<file path="src/core/sbtm_pkg.sv">
// Shared constants, types and register map for the sixteen-bit timer.
package sbtm_pkg;

  // Register byte offsets on the AXI4-Lite port.
  localparam int unsigned AXI_ADDR_W = 6;
  localparam logic [5:0]  OFF_RUN    = 6'h00;
  localparam logic [5:0]  OFF_CTRL   = 6'h04;
  localparam logic [5:0]  OFF_CNT_LO = 6'h08;
  localparam logic [5:0]  OFF_CNT_HI = 6'h0C;
  localparam logic [5:0]  OFF_CA_LO  = 6'h10;
  localparam logic [5:0]  OFF_CA_HI  = 6'h14;
  localparam logic [5:0]  OFF_CP     = 6'h18;
  localparam logic [5:0]  OFF_STAT   = 6'h1C;
  localparam logic [5:0]  REG_SPAN   = 6'h20;

  // Field positions and reset values.
  localparam int unsigned RUN_BIT    = 0;
  localparam int unsigned FLAG_A_BIT = 0;
  localparam int unsigned FLAG_P_BIT = 1;
  localparam logic [7:0]  RST_BYTE   = 8'h00;
  localparam logic [15:0] RST_WORD   = 16'h0000;

  // AXI response codes.
  localparam logic [1:0]  RESP_OKAY   = 2'h0;
  localparam logic [1:0]  RESP_SLVERR = 2'h2;

  // Pin-action encodings.
  localparam logic [1:0]  PA_NONE  = 2'h0;
  localparam logic [1:0]  PA_LOW   = 2'h1;
  localparam logic [1:0]  PA_HIGH  = 2'h2;
  localparam logic [1:0]  PA_TOG   = 2'h3;
  localparam logic [1:0]  CAP_RISE = 2'h0;
  localparam logic [1:0]  CAP_FALL = 2'h1;
  localparam logic [1:0]  CAP_BOTH = 2'h2;

  // Timer clock divider, timer clock equals system clock by default.
  localparam int unsigned TICK_DIV_DEFAULT = 1;

  typedef enum logic [1:0] {
    SBTM_CMP = 2'b00,
    SBTM_CAP = 2'b01,
    SBTM_PWM = 2'b10,
    SBTM_TC  = 2'b11
  } sbtm_mode_e;

  // Control byte layout, bit 7 down to bit 0.
  typedef struct packed {
    sbtm_mode_e mode;
    logic [1:0] pin_action;
    logic       output_initial_level;
    logic       output_invert;
    logic       period_duty_swap;
    logic       counter_clear_select;
  } sbtm_ctrl_s;

endpackage

</file>
<file path="src/core/sbtm_core.sv">
// Sixteen-bit timer with compare, PWM, single-pulse and capture modes on AXI4-Lite.
`timescale 1ns/1ps

////////////////////////////////////////////////////////////////////////////////
// What this block does
// - Read-only counter high byte, reset zero.
// - Sixteen-bit compare A in two bytes, reset zero.
// - Compare P against counter high byte; zero overflows.
// - Two-bit mode field selects operating mode.
// - Compare mode, clear on P: clear, both flags.
// - Compare mode, clear on A: only A flag.
// - Compare mode pin changes on A match, never on P match.
// - Run rising edge loads initial pin level.
// - Timer/counter mode counts like compare, pin undriven.
// - PWM: one register period, other duty, swappable.
// - PWM raises A and P match flags.
// - PWM active level, forcing, polarity inversion.
// - PWM generator keeps running while forced.
// - Unswapped: period P times 256, duty A.
// - Swapped: period A, duty P times 256.
// - Duty at or above period gives full duty.
// - Single pulse starts on run rise or trigger.
// - Single pulse ends on run clear or A match.
// - Single pulse: A match flag; run rise zeroes counter.
// - Mode 01 captures counter into compare A.
module sbtm_core #(
  parameter int unsigned TICK_DIV = sbtm_pkg::TICK_DIV_DEFAULT
) (
  input  wire logic        SYS_CLK_I,
  input  wire logic        RST_N_I,
  input  wire logic        EXT_TRIG_I,
  input  wire logic        CAPT_I,
  output logic             TIMER_OUT_O,
  output logic             TIMER_OUT_OE_O,
  input  wire logic        S_AXI_AWVALID_I,
  output logic             S_AXI_AWREADY_O,
  input  wire logic [5:0]  S_AXI_AWADDR_I,
  input  wire logic        S_AXI_WVALID_I,
  output logic             S_AXI_WREADY_O,
  input  wire logic [31:0] S_AXI_WDATA_I,
  input  wire logic [3:0]  S_AXI_WSTRB_I,
  output logic             S_AXI_BVALID_O,
  input  wire logic        S_AXI_BREADY_I,
  output logic [1:0]       S_AXI_BRESP_O,
  input  wire logic        S_AXI_ARVALID_I,
  output logic             S_AXI_ARREADY_O,
  input  wire logic [5:0]  S_AXI_ARADDR_I,
  output logic             S_AXI_RVALID_O,
  input  wire logic        S_AXI_RREADY_I,
  output logic [31:0]      S_AXI_RDATA_O,
  output logic [1:0]       S_AXI_RRESP_O
);

  ////////////////////////////////////////////////////////////////////////////
  // Bus slave: address and data are held until both are present.

  logic                aw_full;
  logic                w_full;
  logic [5:0]          aw_addr;
  logic [7:0]          w_byte;
  logic                w_lane0;

  wire aw_take = S_AXI_AWVALID_I & S_AXI_AWREADY_O;
  wire w_take  = S_AXI_WVALID_I & S_AXI_WREADY_O;
  wire wr_fire = aw_full & w_full & ~S_AXI_BVALID_O;
  wire [5:0] wa = {aw_addr[5:2], 2'b00};
  wire wa_ok = (wa < sbtm_pkg::REG_SPAN);
  wire wr_en = wr_fire & w_lane0;

  assign S_AXI_AWREADY_O = ~aw_full & ~S_AXI_BVALID_O;
  assign S_AXI_WREADY_O  = ~w_full & ~S_AXI_BVALID_O;
  assign S_AXI_ARREADY_O = ~S_AXI_RVALID_O;

  wire wr_run  = wr_en & (wa == sbtm_pkg::OFF_RUN);
  wire wr_ctrl = wr_en & (wa == sbtm_pkg::OFF_CTRL);
  wire wr_cal  = wr_en & (wa == sbtm_pkg::OFF_CA_LO);
  wire wr_cah  = wr_en & (wa == sbtm_pkg::OFF_CA_HI);
  wire wr_cp   = wr_en & (wa == sbtm_pkg::OFF_CP);
  wire wr_stat = wr_en & (wa == sbtm_pkg::OFF_STAT);

  always_ff @(posedge SYS_CLK_I or negedge RST_N_I)
  begin
    if (!RST_N_I)
    begin
      aw_full        <= 1'b0;
      w_full         <= 1'b0;
      aw_addr        <= 6'h00;
      w_byte         <= sbtm_pkg::RST_BYTE;
      w_lane0        <= 1'b0;
      S_AXI_BVALID_O <= 1'b0;
      S_AXI_BRESP_O  <= sbtm_pkg::RESP_OKAY;
    end
    else
    begin
      if (aw_take)
      begin
        aw_full <= 1'b1;
        aw_addr <= S_AXI_AWADDR_I;
      end
      if (w_take)
      begin
        w_full  <= 1'b1;
        w_byte  <= S_AXI_WDATA_I[7:0];
        w_lane0 <= S_AXI_WSTRB_I[0];
      end
      if (wr_fire)
      begin
        aw_full        <= 1'b0;
        w_full         <= 1'b0;
        S_AXI_BVALID_O <= 1'b1;
        S_AXI_BRESP_O  <= wa_ok ? sbtm_pkg::RESP_OKAY : sbtm_pkg::RESP_SLVERR;
      end
      else if (S_AXI_BREADY_I)
        S_AXI_BVALID_O <= 1'b0;
    end
  end

  ////////////////////////////////////////////////////////////////////////////
  // Timer state.

  sbtm_pkg::sbtm_ctrl_s ctrl;
  logic                 run;
  logic [15:0]          cnt;
  logic [7:0]           ca_lo;
  logic [7:0]           ca_hi;
  logic [7:0]           cp;
  logic                 flag_a;
  logic                 flag_p;
  logic                 out_lvl;
  logic                 trig_q;
  logic                 capt_q;
  logic                 tick;

  sbtm_tick_div #(
    .DIV     (TICK_DIV)
  ) u_tick (
    .clk_i   (SYS_CLK_I),
    .rst_n_i (RST_N_I),
    .tick_o  (tick)
  );

  // Mode decode; pin action 11 under mode 10 means single pulse.
  wire is_cmp = (ctrl.mode == sbtm_pkg::SBTM_CMP);
  wire is_tc  = (ctrl.mode == sbtm_pkg::SBTM_TC);
  wire is_cap = (ctrl.mode == sbtm_pkg::SBTM_CAP);
  wire is_wav = (ctrl.mode == sbtm_pkg::SBTM_PWM);
  wire is_sp  = is_wav & (ctrl.pin_action == sbtm_pkg::PA_TOG);
  wire is_pwm = is_wav & ~is_sp;
  wire cmp_like = is_cmp | is_tc;

  // A match is the count about to reach the compare value.
  wire [15:0] cnt_inc = 16'(cnt + 16'h0001);
  wire [15:0] ca      = {ca_hi, ca_lo};
  wire        hit_a   = (cnt_inc == ca);
  wire        hit_p   = (cnt_inc == {cp, 8'h00});
  wire        step    = tick & run;

  // Clear source per mode.
  wire clr_cmp = ctrl.counter_clear_select ? hit_a : hit_p;
  wire clr_pwm = ctrl.period_duty_swap ? hit_a : hit_p;
  wire clr_cnt = cmp_like ? clr_cmp :
                 is_pwm   ? clr_pwm :
                 is_cap   ? hit_p   : 1'b0;

  // Match events feeding the flags.
  wire no_p  = is_sp | (cmp_like & ctrl.counter_clear_select);
  wire ev_a  = step & hit_a & ~is_cap;
  wire ev_p  = step & hit_p & ~no_p;

  // Capture edges on the capture pin.
  wire capt_rise = CAPT_I & ~capt_q;
  wire capt_fall = ~CAPT_I & capt_q;
  wire capt_edge = (ctrl.pin_action == sbtm_pkg::CAP_RISE) ? capt_rise :
                   (ctrl.pin_action == sbtm_pkg::CAP_FALL) ? capt_fall :
                   (ctrl.pin_action == sbtm_pkg::CAP_BOTH) ? (capt_rise | capt_fall) :
                   1'b0;
  wire cap_ev = is_cap & run & capt_edge;

  // Run bit: a trigger that starts the pulse wins over a clear.
  wire trig_rise = EXT_TRIG_I & ~trig_q;
  wire trig_set  = is_sp & trig_rise & ~run;
  wire next_run  = trig_set ? 1'b1 :
                   wr_run   ? w_byte[sbtm_pkg::RUN_BIT] :
                   (is_sp & ev_a) ? 1'b0 : run;
  wire run_rise  = next_run & ~run;

  wire [15:0] next_cnt = run_rise ? sbtm_pkg::RST_WORD :
                         ~step    ? cnt :
                         (clr_cnt ? sbtm_pkg::RST_WORD : cnt_inc);

  // Flags: a new event wins over a write-one-to-clear.
  wire clr_a = wr_stat & w_byte[sbtm_pkg::FLAG_A_BIT];
  wire clr_p = wr_stat & w_byte[sbtm_pkg::FLAG_P_BIT];
  wire next_flag_a = ev_a | cap_ev | (flag_a & ~clr_a);
  wire next_flag_p = ev_p | (flag_p & ~clr_p);

  // Compare-mode pin level: initial level on run rise, then driven by A matches only.
  wire cmp_new = (ctrl.pin_action == sbtm_pkg::PA_LOW)  ? 1'b0 :
                 (ctrl.pin_action == sbtm_pkg::PA_HIGH) ? 1'b1 :
                 (ctrl.pin_action == sbtm_pkg::PA_TOG)  ? ~out_lvl : out_lvl;
  wire next_out_lvl = run_rise ? ctrl.output_initial_level :
                      (is_cmp & ev_a) ? cmp_new : out_lvl;

  // PWM duty compare; compare P of zero stands for 65536.
  wire [16:0] duty_p  = {(cp == 8'h00), cp, 8'h00};
  wire [16:0] duty    = ctrl.period_duty_swap ? duty_p : {1'b0, ca};
  wire        duty_on = ({1'b0, cnt} < duty);
  wire pwm_act = is_sp ? run :
                 (ctrl.pin_action == sbtm_pkg::PA_LOW)  ? 1'b1 :
                 (ctrl.pin_action == sbtm_pkg::PA_HIGH) ? duty_on : 1'b0;
  wire pwm_lvl = pwm_act ? ctrl.output_initial_level :
                 ~ctrl.output_initial_level;
  wire next_pin = (is_wav ? pwm_lvl : out_lvl) ^ ctrl.output_invert;

  wire [7:0] next_ca_lo = cap_ev ? cnt[7:0]  : wr_cal ? w_byte : ca_lo;
  wire [7:0] next_ca_hi = cap_ev ? cnt[15:8] : wr_cah ? w_byte : ca_hi;

  assign TIMER_OUT_OE_O = is_cmp | is_wav;

  always_ff @(posedge SYS_CLK_I or negedge RST_N_I)
  begin
    if (!RST_N_I)
    begin
      ctrl        <= sbtm_pkg::sbtm_ctrl_s'(sbtm_pkg::RST_BYTE);
      run         <= 1'b0;
      cnt         <= sbtm_pkg::RST_WORD;
      ca_lo       <= sbtm_pkg::RST_BYTE;
      ca_hi       <= sbtm_pkg::RST_BYTE;
      cp          <= sbtm_pkg::RST_BYTE;
      flag_a      <= 1'b0;
      flag_p      <= 1'b0;
      out_lvl     <= 1'b0;
      trig_q      <= 1'b0;
      capt_q      <= 1'b0;
      TIMER_OUT_O <= 1'b0;
    end
    else
    begin
      if (wr_ctrl)
        ctrl <= sbtm_pkg::sbtm_ctrl_s'(w_byte);
      if (wr_cp)
        cp <= w_byte;
      run         <= next_run;
      cnt         <= next_cnt;
      ca_lo       <= next_ca_lo;
      ca_hi       <= next_ca_hi;
      flag_a      <= next_flag_a;
      flag_p      <= next_flag_p;
      out_lvl     <= next_out_lvl;
      trig_q      <= EXT_TRIG_I;
      capt_q      <= CAPT_I;
      TIMER_OUT_O <= next_pin;
    end
  end

  ////////////////////////////////////////////////////////////////////////////
  // Read path: one registered answer per accepted address.

  wire [5:0] ra    = {S_AXI_ARADDR_I[5:2], 2'b00};
  wire       ra_ok = (ra < sbtm_pkg::REG_SPAN);
  wire [7:0] rd_byte =
    (ra == sbtm_pkg::OFF_RUN)    ? {7'h00, run} :
    (ra == sbtm_pkg::OFF_CTRL)   ? 8'(ctrl) :
    (ra == sbtm_pkg::OFF_CNT_LO) ? cnt[7:0] :
    (ra == sbtm_pkg::OFF_CNT_HI) ? cnt[15:8] :
    (ra == sbtm_pkg::OFF_CA_LO)  ? ca_lo :
    (ra == sbtm_pkg::OFF_CA_HI)  ? ca_hi :
    (ra == sbtm_pkg::OFF_CP)     ? cp :
    (ra == sbtm_pkg::OFF_STAT)   ? {6'h00, flag_p, flag_a} : 8'h00;
  wire ar_take = S_AXI_ARVALID_I & S_AXI_ARREADY_O;

  always_ff @(posedge SYS_CLK_I or negedge RST_N_I)
  begin
    if (!RST_N_I)
    begin
      S_AXI_RVALID_O <= 1'b0;
      S_AXI_RDATA_O  <= 32'h0000_0000;
      S_AXI_RRESP_O  <= sbtm_pkg::RESP_OKAY;
    end
    else if (ar_take)
    begin
      S_AXI_RVALID_O <= 1'b1;
      S_AXI_RDATA_O  <= {24'h00_0000, rd_byte};
      S_AXI_RRESP_O  <= ra_ok ? sbtm_pkg::RESP_OKAY : sbtm_pkg::RESP_SLVERR;
    end
    else if (S_AXI_RREADY_I)
      S_AXI_RVALID_O <= 1'b0;
  end

  ////////////////////////////////////////////////////////////////////////////
  // Checks.

  chk_run_zeroes_cnt: assert property (
    @(posedge SYS_CLK_I) disable iff (!RST_N_I)
    $rose(run) |-> (cnt[15:8] == 8'h00) && (cnt[7:0] == 8'h00))
    else $error("Counter not zero after run rise.");

  chk_ca_byte_write: assert property (
    @(posedge SYS_CLK_I) disable iff (!RST_N_I)
    (wr_cah && !cap_ev) |=> (ca[15:8] == $past(w_byte)))
    else $error("Compare A high byte not written.");

  chk_p_clears_cnt: assert property (
    @(posedge SYS_CLK_I) disable iff (!RST_N_I)
    (step && cmp_like && !ctrl.counter_clear_select && !wr_run && cnt == {cp - 8'h01, 8'hFF})
    |=> (cnt == 16'h0000) && flag_p)
    else $error("Compare P match did not clear counter.");

  chk_a_only_flag: assert property (
    @(posedge SYS_CLK_I) disable iff (!RST_N_I)
    (cmp_like && ctrl.counter_clear_select && !flag_p) |=> !flag_p)
    else $error("P flag raised with clear on A.");

  chk_pin_toggle: assert property (
    @(posedge SYS_CLK_I) disable iff (!RST_N_I)
    (is_cmp && step && hit_a && ctrl.pin_action == 2'h3 && !ctrl.output_invert)
    ##1 !wr_ctrl |=> (TIMER_OUT_O != $past(TIMER_OUT_O, 2)))
    else $error("Pin did not toggle on A match.");

  chk_run_init_lvl: assert property (
    @(posedge SYS_CLK_I) disable iff (!RST_N_I)
    (is_cmp && $rose(run) && !wr_ctrl && !ev_a)
    |=> (TIMER_OUT_O == (ctrl.output_initial_level ^ ctrl.output_invert)))
    else $error("Pin not at initial level after run rise.");

  chk_tc_undriven: assert property (
    @(posedge SYS_CLK_I) disable iff (!RST_N_I)
    (ctrl.mode == 2'b11) |-> !TIMER_OUT_OE_O)
    else $error("Pin driven in timer/counter mode.");

  chk_pwm_full_duty: assert property (
    @(posedge SYS_CLK_I) disable iff (!RST_N_I)
    (is_pwm && ctrl.period_duty_swap && cp == 8'h00 && ctrl.pin_action == 2'h2)[*2]
    |-> (TIMER_OUT_O == (ctrl.output_initial_level ^ ctrl.output_invert)))
    else $error("Full duty not held active.");

  chk_pwm_forced: assert property (
    @(posedge SYS_CLK_I) disable iff (!RST_N_I)
    (is_pwm && ctrl.pin_action == 2'h0)[*2]
    |-> (TIMER_OUT_O == !(ctrl.output_initial_level ^ ctrl.output_invert)))
    else $error("Forced inactive level not held.");

  chk_sp_stop: assert property (
    @(posedge SYS_CLK_I) disable iff (!RST_N_I)
    (is_sp && step && hit_a && !wr_run) |=> !run ##1 (TIMER_OUT_O ==
      !(ctrl.output_initial_level ^ ctrl.output_invert)))
    else $error("Single pulse not ended by A match.");

  chk_trig_start: assert property (
    @(posedge SYS_CLK_I) disable iff (!RST_N_I)
    (is_sp && EXT_TRIG_I && !$past(EXT_TRIG_I) && !run) |=> run && cnt == 16'h0000)
    else $error("Trigger did not start single pulse.");

  chk_capture: assert property (
    @(posedge SYS_CLK_I) disable iff (!RST_N_I)
    (cap_ev) |=> (ca == $past(cnt)) && flag_a)
    else $error("Capture did not latch counter.");

endmodule // sbtm_core

</file>
<file path="src/core/sbtm_tick_div.sv">
// Timer clock enable divider.
`timescale 1ns/1ps

module sbtm_tick_div #(
  parameter int unsigned DIV = 1
) (
  input  wire logic clk_i,
  input  wire logic rst_n_i,
  output logic      tick_o
);

  localparam int unsigned W = (DIV > 1) ? $clog2(DIV) : 1;

  logic [W-1:0] cnt;
  wire          last = (cnt == W'(DIV - 1));

  always_ff @(posedge clk_i or negedge rst_n_i)
  begin
    if (!rst_n_i)
    begin
      cnt    <= '0;
      tick_o <= 1'b0;
    end
    else
    begin
      cnt    <= last ? '0 : W'(cnt + 1'b1);
      tick_o <= last;
    end
  end

endmodule // sbtm_tick_div

</file>
<file path="config.mk">
export PLATFORM = sky130hd
export DESIGN_NAME = sbtm_core
export DESIGN_NICKNAME = d
export VERILOG_FILES = /design/src/core/sbtm_pkg.sv /design/src/core/sbtm_core.sv /design/src/core/sbtm_tick_div.sv
export SDC_FILE = /design/constraint.sdc
export NUM_CORES = 1
export LEC_CHECK = 0
export ABC_CLOCK_PERIOD_IN_PS = 4350
export BUFFER_PORTS_ARGS = -buffer_cell sky130_fd_sc_hd__buf_2
export CORE_MARGIN = 8
export CORE_UTILIZATION = 60
export DETAILED_ROUTE_END_ITERATION = 12
export MAX_ROUTING_LAYER = met4
export PLACE_DENSITY_LB_ADDON = 0.3
export RECOVER_POWER = 25
export SYNTH_ARGS = -nofsm -noshare
export SYNTH_HDL_FRONTEND = slang
export SYNTH_SLANG_ARGS = --single-unit
</file>
<file path="constraint.sdc">
create_clock -name SYS_CLK_I -period 4.35 [get_ports SYS_CLK_I]
set_clock_uncertainty 0.05 [all_clocks]
set_input_delay 0.2175 -clock SYS_CLK_I [delete_from_list [all_inputs] [get_ports SYS_CLK_I]]
set_output_delay 0.2175 -clock SYS_CLK_I [all_outputs]
set_load 0.01 [all_outputs]
</file>
==> metrics.txt <==
Setup WS post-layout 0.850 ns; Root Buffer clkbuf_8; failing checks capacitance limit, slew limit; final RePlAce weighted congestion 0.949; Iter 0 DRT Violations 504; gr ovfl total 0; Power, Total 3.43 mW; largest net degree at the start of global routing 84; Tightest Pin Transition 2.09 ns; outcome finished, violations left; Clk Latency, worst-skew pair 0.36 ns; vias in the first global route 4570; Synth Cell Area 5700 um^2; min cycle time layout 3.50 ns; number of enable flip-flop cells after synthesis 0; core box area 9240 um^2; Max Cap Viol 1; synthesized area per cell 9.48 um^2; Max-slew headroom -0.396; final hold viol count 0; FP Rows 35; Hold Startpoint S_AXI_AWADDR_I[5]; clk sinks 83; per-cell routed wire length 20.3 um; cells after synthesis 601; Synth cell types 69; global-route wire length before repair 24100 um; register area share after synthesis 0.364; Initial Util 0.617; Die W 113 um; CP max stage cell dfrtp_1; Setup-failing EPs final 0; I/O pins 100; TNS Setup 0 ns; initial antenna violation count 1; Hold WC Path Type primary input to register; Final Max Tran Viols 84; GRT Overall Usage 0.244; CTS clk-pin slew, worst paths 0.10 ns; data arrival time of the critical path 3.74 ns; WP data required 4.59 ns; pwr dens 568 nW/um^2; Post-synth top flop dfrtp_1; Post-Place Setup Slack 0.915 ns; die footprint 12900 um^2; CTS-repair resized insts 0; R2R Setup Slk 0.85 ns; Worst Hold Path EP aw_addr[5]; Worst R2R Start cnt[0]; Static Leak 2.77 nW; post-CTS setup buffer count 0; via count 4739; Worst Reg-to-Reg Cells 9; reg2reg end cnt[2]; Routed Antenna Nets 0; yosys warns 0; fin crit share 0.805; vias per cell 6.29; Num CTS Buffers 9; DRC violations left 0; peak supply drop 0.441 mV; Setup Crit Path Kind register to register; Setup crit start kind register; NumNets Final 697; Async SR Flop Fraction 1.00; area growth from synthesis to layout 5.97%; Clock Tree Buf Depth 2; Peak Freq 286 MHz; CP Cell Sequence ha_1, nand4_2, or4_1, xnor2_1, nor4_1, a41o_1, a21oi_4, a21oi_1, mux2i_1; Min Hold Slack 0.0280 ns; WL final 15300 um; port bufs 42; CTS tree built; crit end category register; height of the die 113 um; H-tree Lvls 3; slowest stage delay, CP 0.64 ns; Hold Path Cell Cnt 2; Final HPWL DP 11000 um; RSZ-0062 raised after global routing false; layout cells sized above 1 0.170; critical-path maximum fanout 27; synthesis-stage register bit count 83; Pre-Repair DR Iteration Count 5
[cell usage after synthesis, types with 3 or more instances]
master	count	area share
o21ai_0	18	0.016
nand2_1	46	0.030
nand2b_1	11	0.012
inv_1	14	0.0092
a21oi_1	42	0.037
buf_4	30	0.040
and3_1	5	0.0055
dfrtp_1	83	0.36
o211ai_1	3	0.0040
o21ai_1	5	0.0044
ha_1	21	0.046
a21o_1	8	0.011
nand3_1	13	0.011
nand4_1	9	0.0099
o22ai_1	9	0.0099
nor2b_1	8	0.0088
a22o_1	9	0.014
xnor2_1	16	0.025
nand3_2	3	0.0053
nor3b_1	5	0.0066
a22oi_1	6	0.0079
clkbuf_1	17	0.011
nor3_1	5	0.0044
a31oi_1	3	0.0033
mux2i_1	40	0.070
nand3b_1	3	0.0040
buf_2	13	0.011
xor2_1	13	0.020
nor4_1	5	0.0055
mux2_2	34	0.067
a211oi_1	4	0.0053
nor2_1	45	0.030
[kinds of logic after synthesis]
| family | share of synthesized area |
|---|---|
| compound gates | 0.149 |
| buf+inv | 0.0766 |
| flops | 0.364 |
| xor+xnor | 0.0527 |
| fa+ha+maj | 0.0461 |
| simple gates | 0.173 |
| other cells | 0.00132 |
| mux | 0.137 |
[final cells by class]
| class | count | area [um^2] |
|---|---|---|
| timing repair buffer | 46 | 249 |
| multi-input combinational | 465 | 3290 |
| antenna | 1 | 2.50 |
| inverter | 14 | 52.6 |
| fill | 752 | 3200 |
| tap | 129 | 161 |
| clock inverter | 6 | 73.8 |
| clock buffer | 10 | 138 |
| sequential | 83 | 2080 |
[sequential cells by signal (all words and copies together), names as in the netlist, 4 cells and up]
name / cells
ctrl: 8
S_AXI_RDATA_O: 8
ca_lo: 8
ca_hi: 8
w_byte: 8
cp: 8
cnt: 16
aw_addr: 4
[through the flow]
stage | instances | util | area, um^2
after detailed placement | 733 | 0.627 | 5790
after global routing | 754 | 0.654 | 6040
after floorplan | 626 | - | 5790
final | 754 | 0.654 | 6040
after global placement | 733 | 0.627 | 5790
after CTS | 753 | 0.654 | 6040
[power by group]
part	internal [mW]	switching, mW
Clock	0.287	0.310
Combinational	0.650	0.673
Sequential	1.03	0.479
Total	1.97	1.46
[how the worst max path moves through the flow]
stage,startpoint,end,cells after the start
4_1_cts,cnt[0],cnt[2],9
5_1_grt,cnt[0],cnt[5],9
2_1_floorplan,ctrl[1],TIMER_OUT_O,12
6_report,cnt[0],cnt[2],9
3_3_place_gp,cnt[0],cnt[8],9
3_5_place_dp,cnt[0],cnt[2],9
[placed cells by master (no fill, tap or decap), types with 4 or more instances in the layout]
master         Yosys  final
inv_1             14     14
nand3_1           13     13
o21ai_0           18     18
mux2i_1           40     40
dlygate4sd3_1      0      4
a22oi_1            6      6
and3_1             5      5
nand4_1            9      9
nor3b_1            5      5
xor2_1            13     13
dfrtp_1           83     83
a21oi_1           42     42
a211oi_1           4      4
mux2_2            34     34
a21o_1             8      8
nor3_1             5      5
buf_2             13     40
nor2b_1            8      8
nor2_1            45     45
conb_1             2     27
nand2_1           46     46
ha_1              21     21
o22ai_1            9      9
nand2b_1          11     11
o21ai_1            5      5
a22o_1             9      9
xnor2_1           16     16
clkbuf_8           0     10
nor4_1             5      5
[worst max-delay path: cells and delay by family (launching register included)]
| kind | cells | cell delay [ns] |
|---|---|---|
| compound gates | 3 | 0.99 |
| fa+ha+maj | 1 | 0.42 |
| flops | 1 | 0.64 |
| simple gates | 3 | 0.85 |
| mux | 1 | 0.17 |
| xor+xnor | 1 | 0.29 |
[timing repair]
item                                   in CTS  in global routing
endpoints found under the hold margin       4                  0
hold buffers                                4                  0
setup endpoints to repair                   0                  0
[per-layer routing]
layer | routed length (um) | global-route usage
met5 | 0 | -
met4 | 491 | 0.0986
met3 | 1330 | 0.0491
met2 | 7100 | 0.379
met1 | 6350 | 0.307
Note: power is estimated with default switching activity, not from simulation.
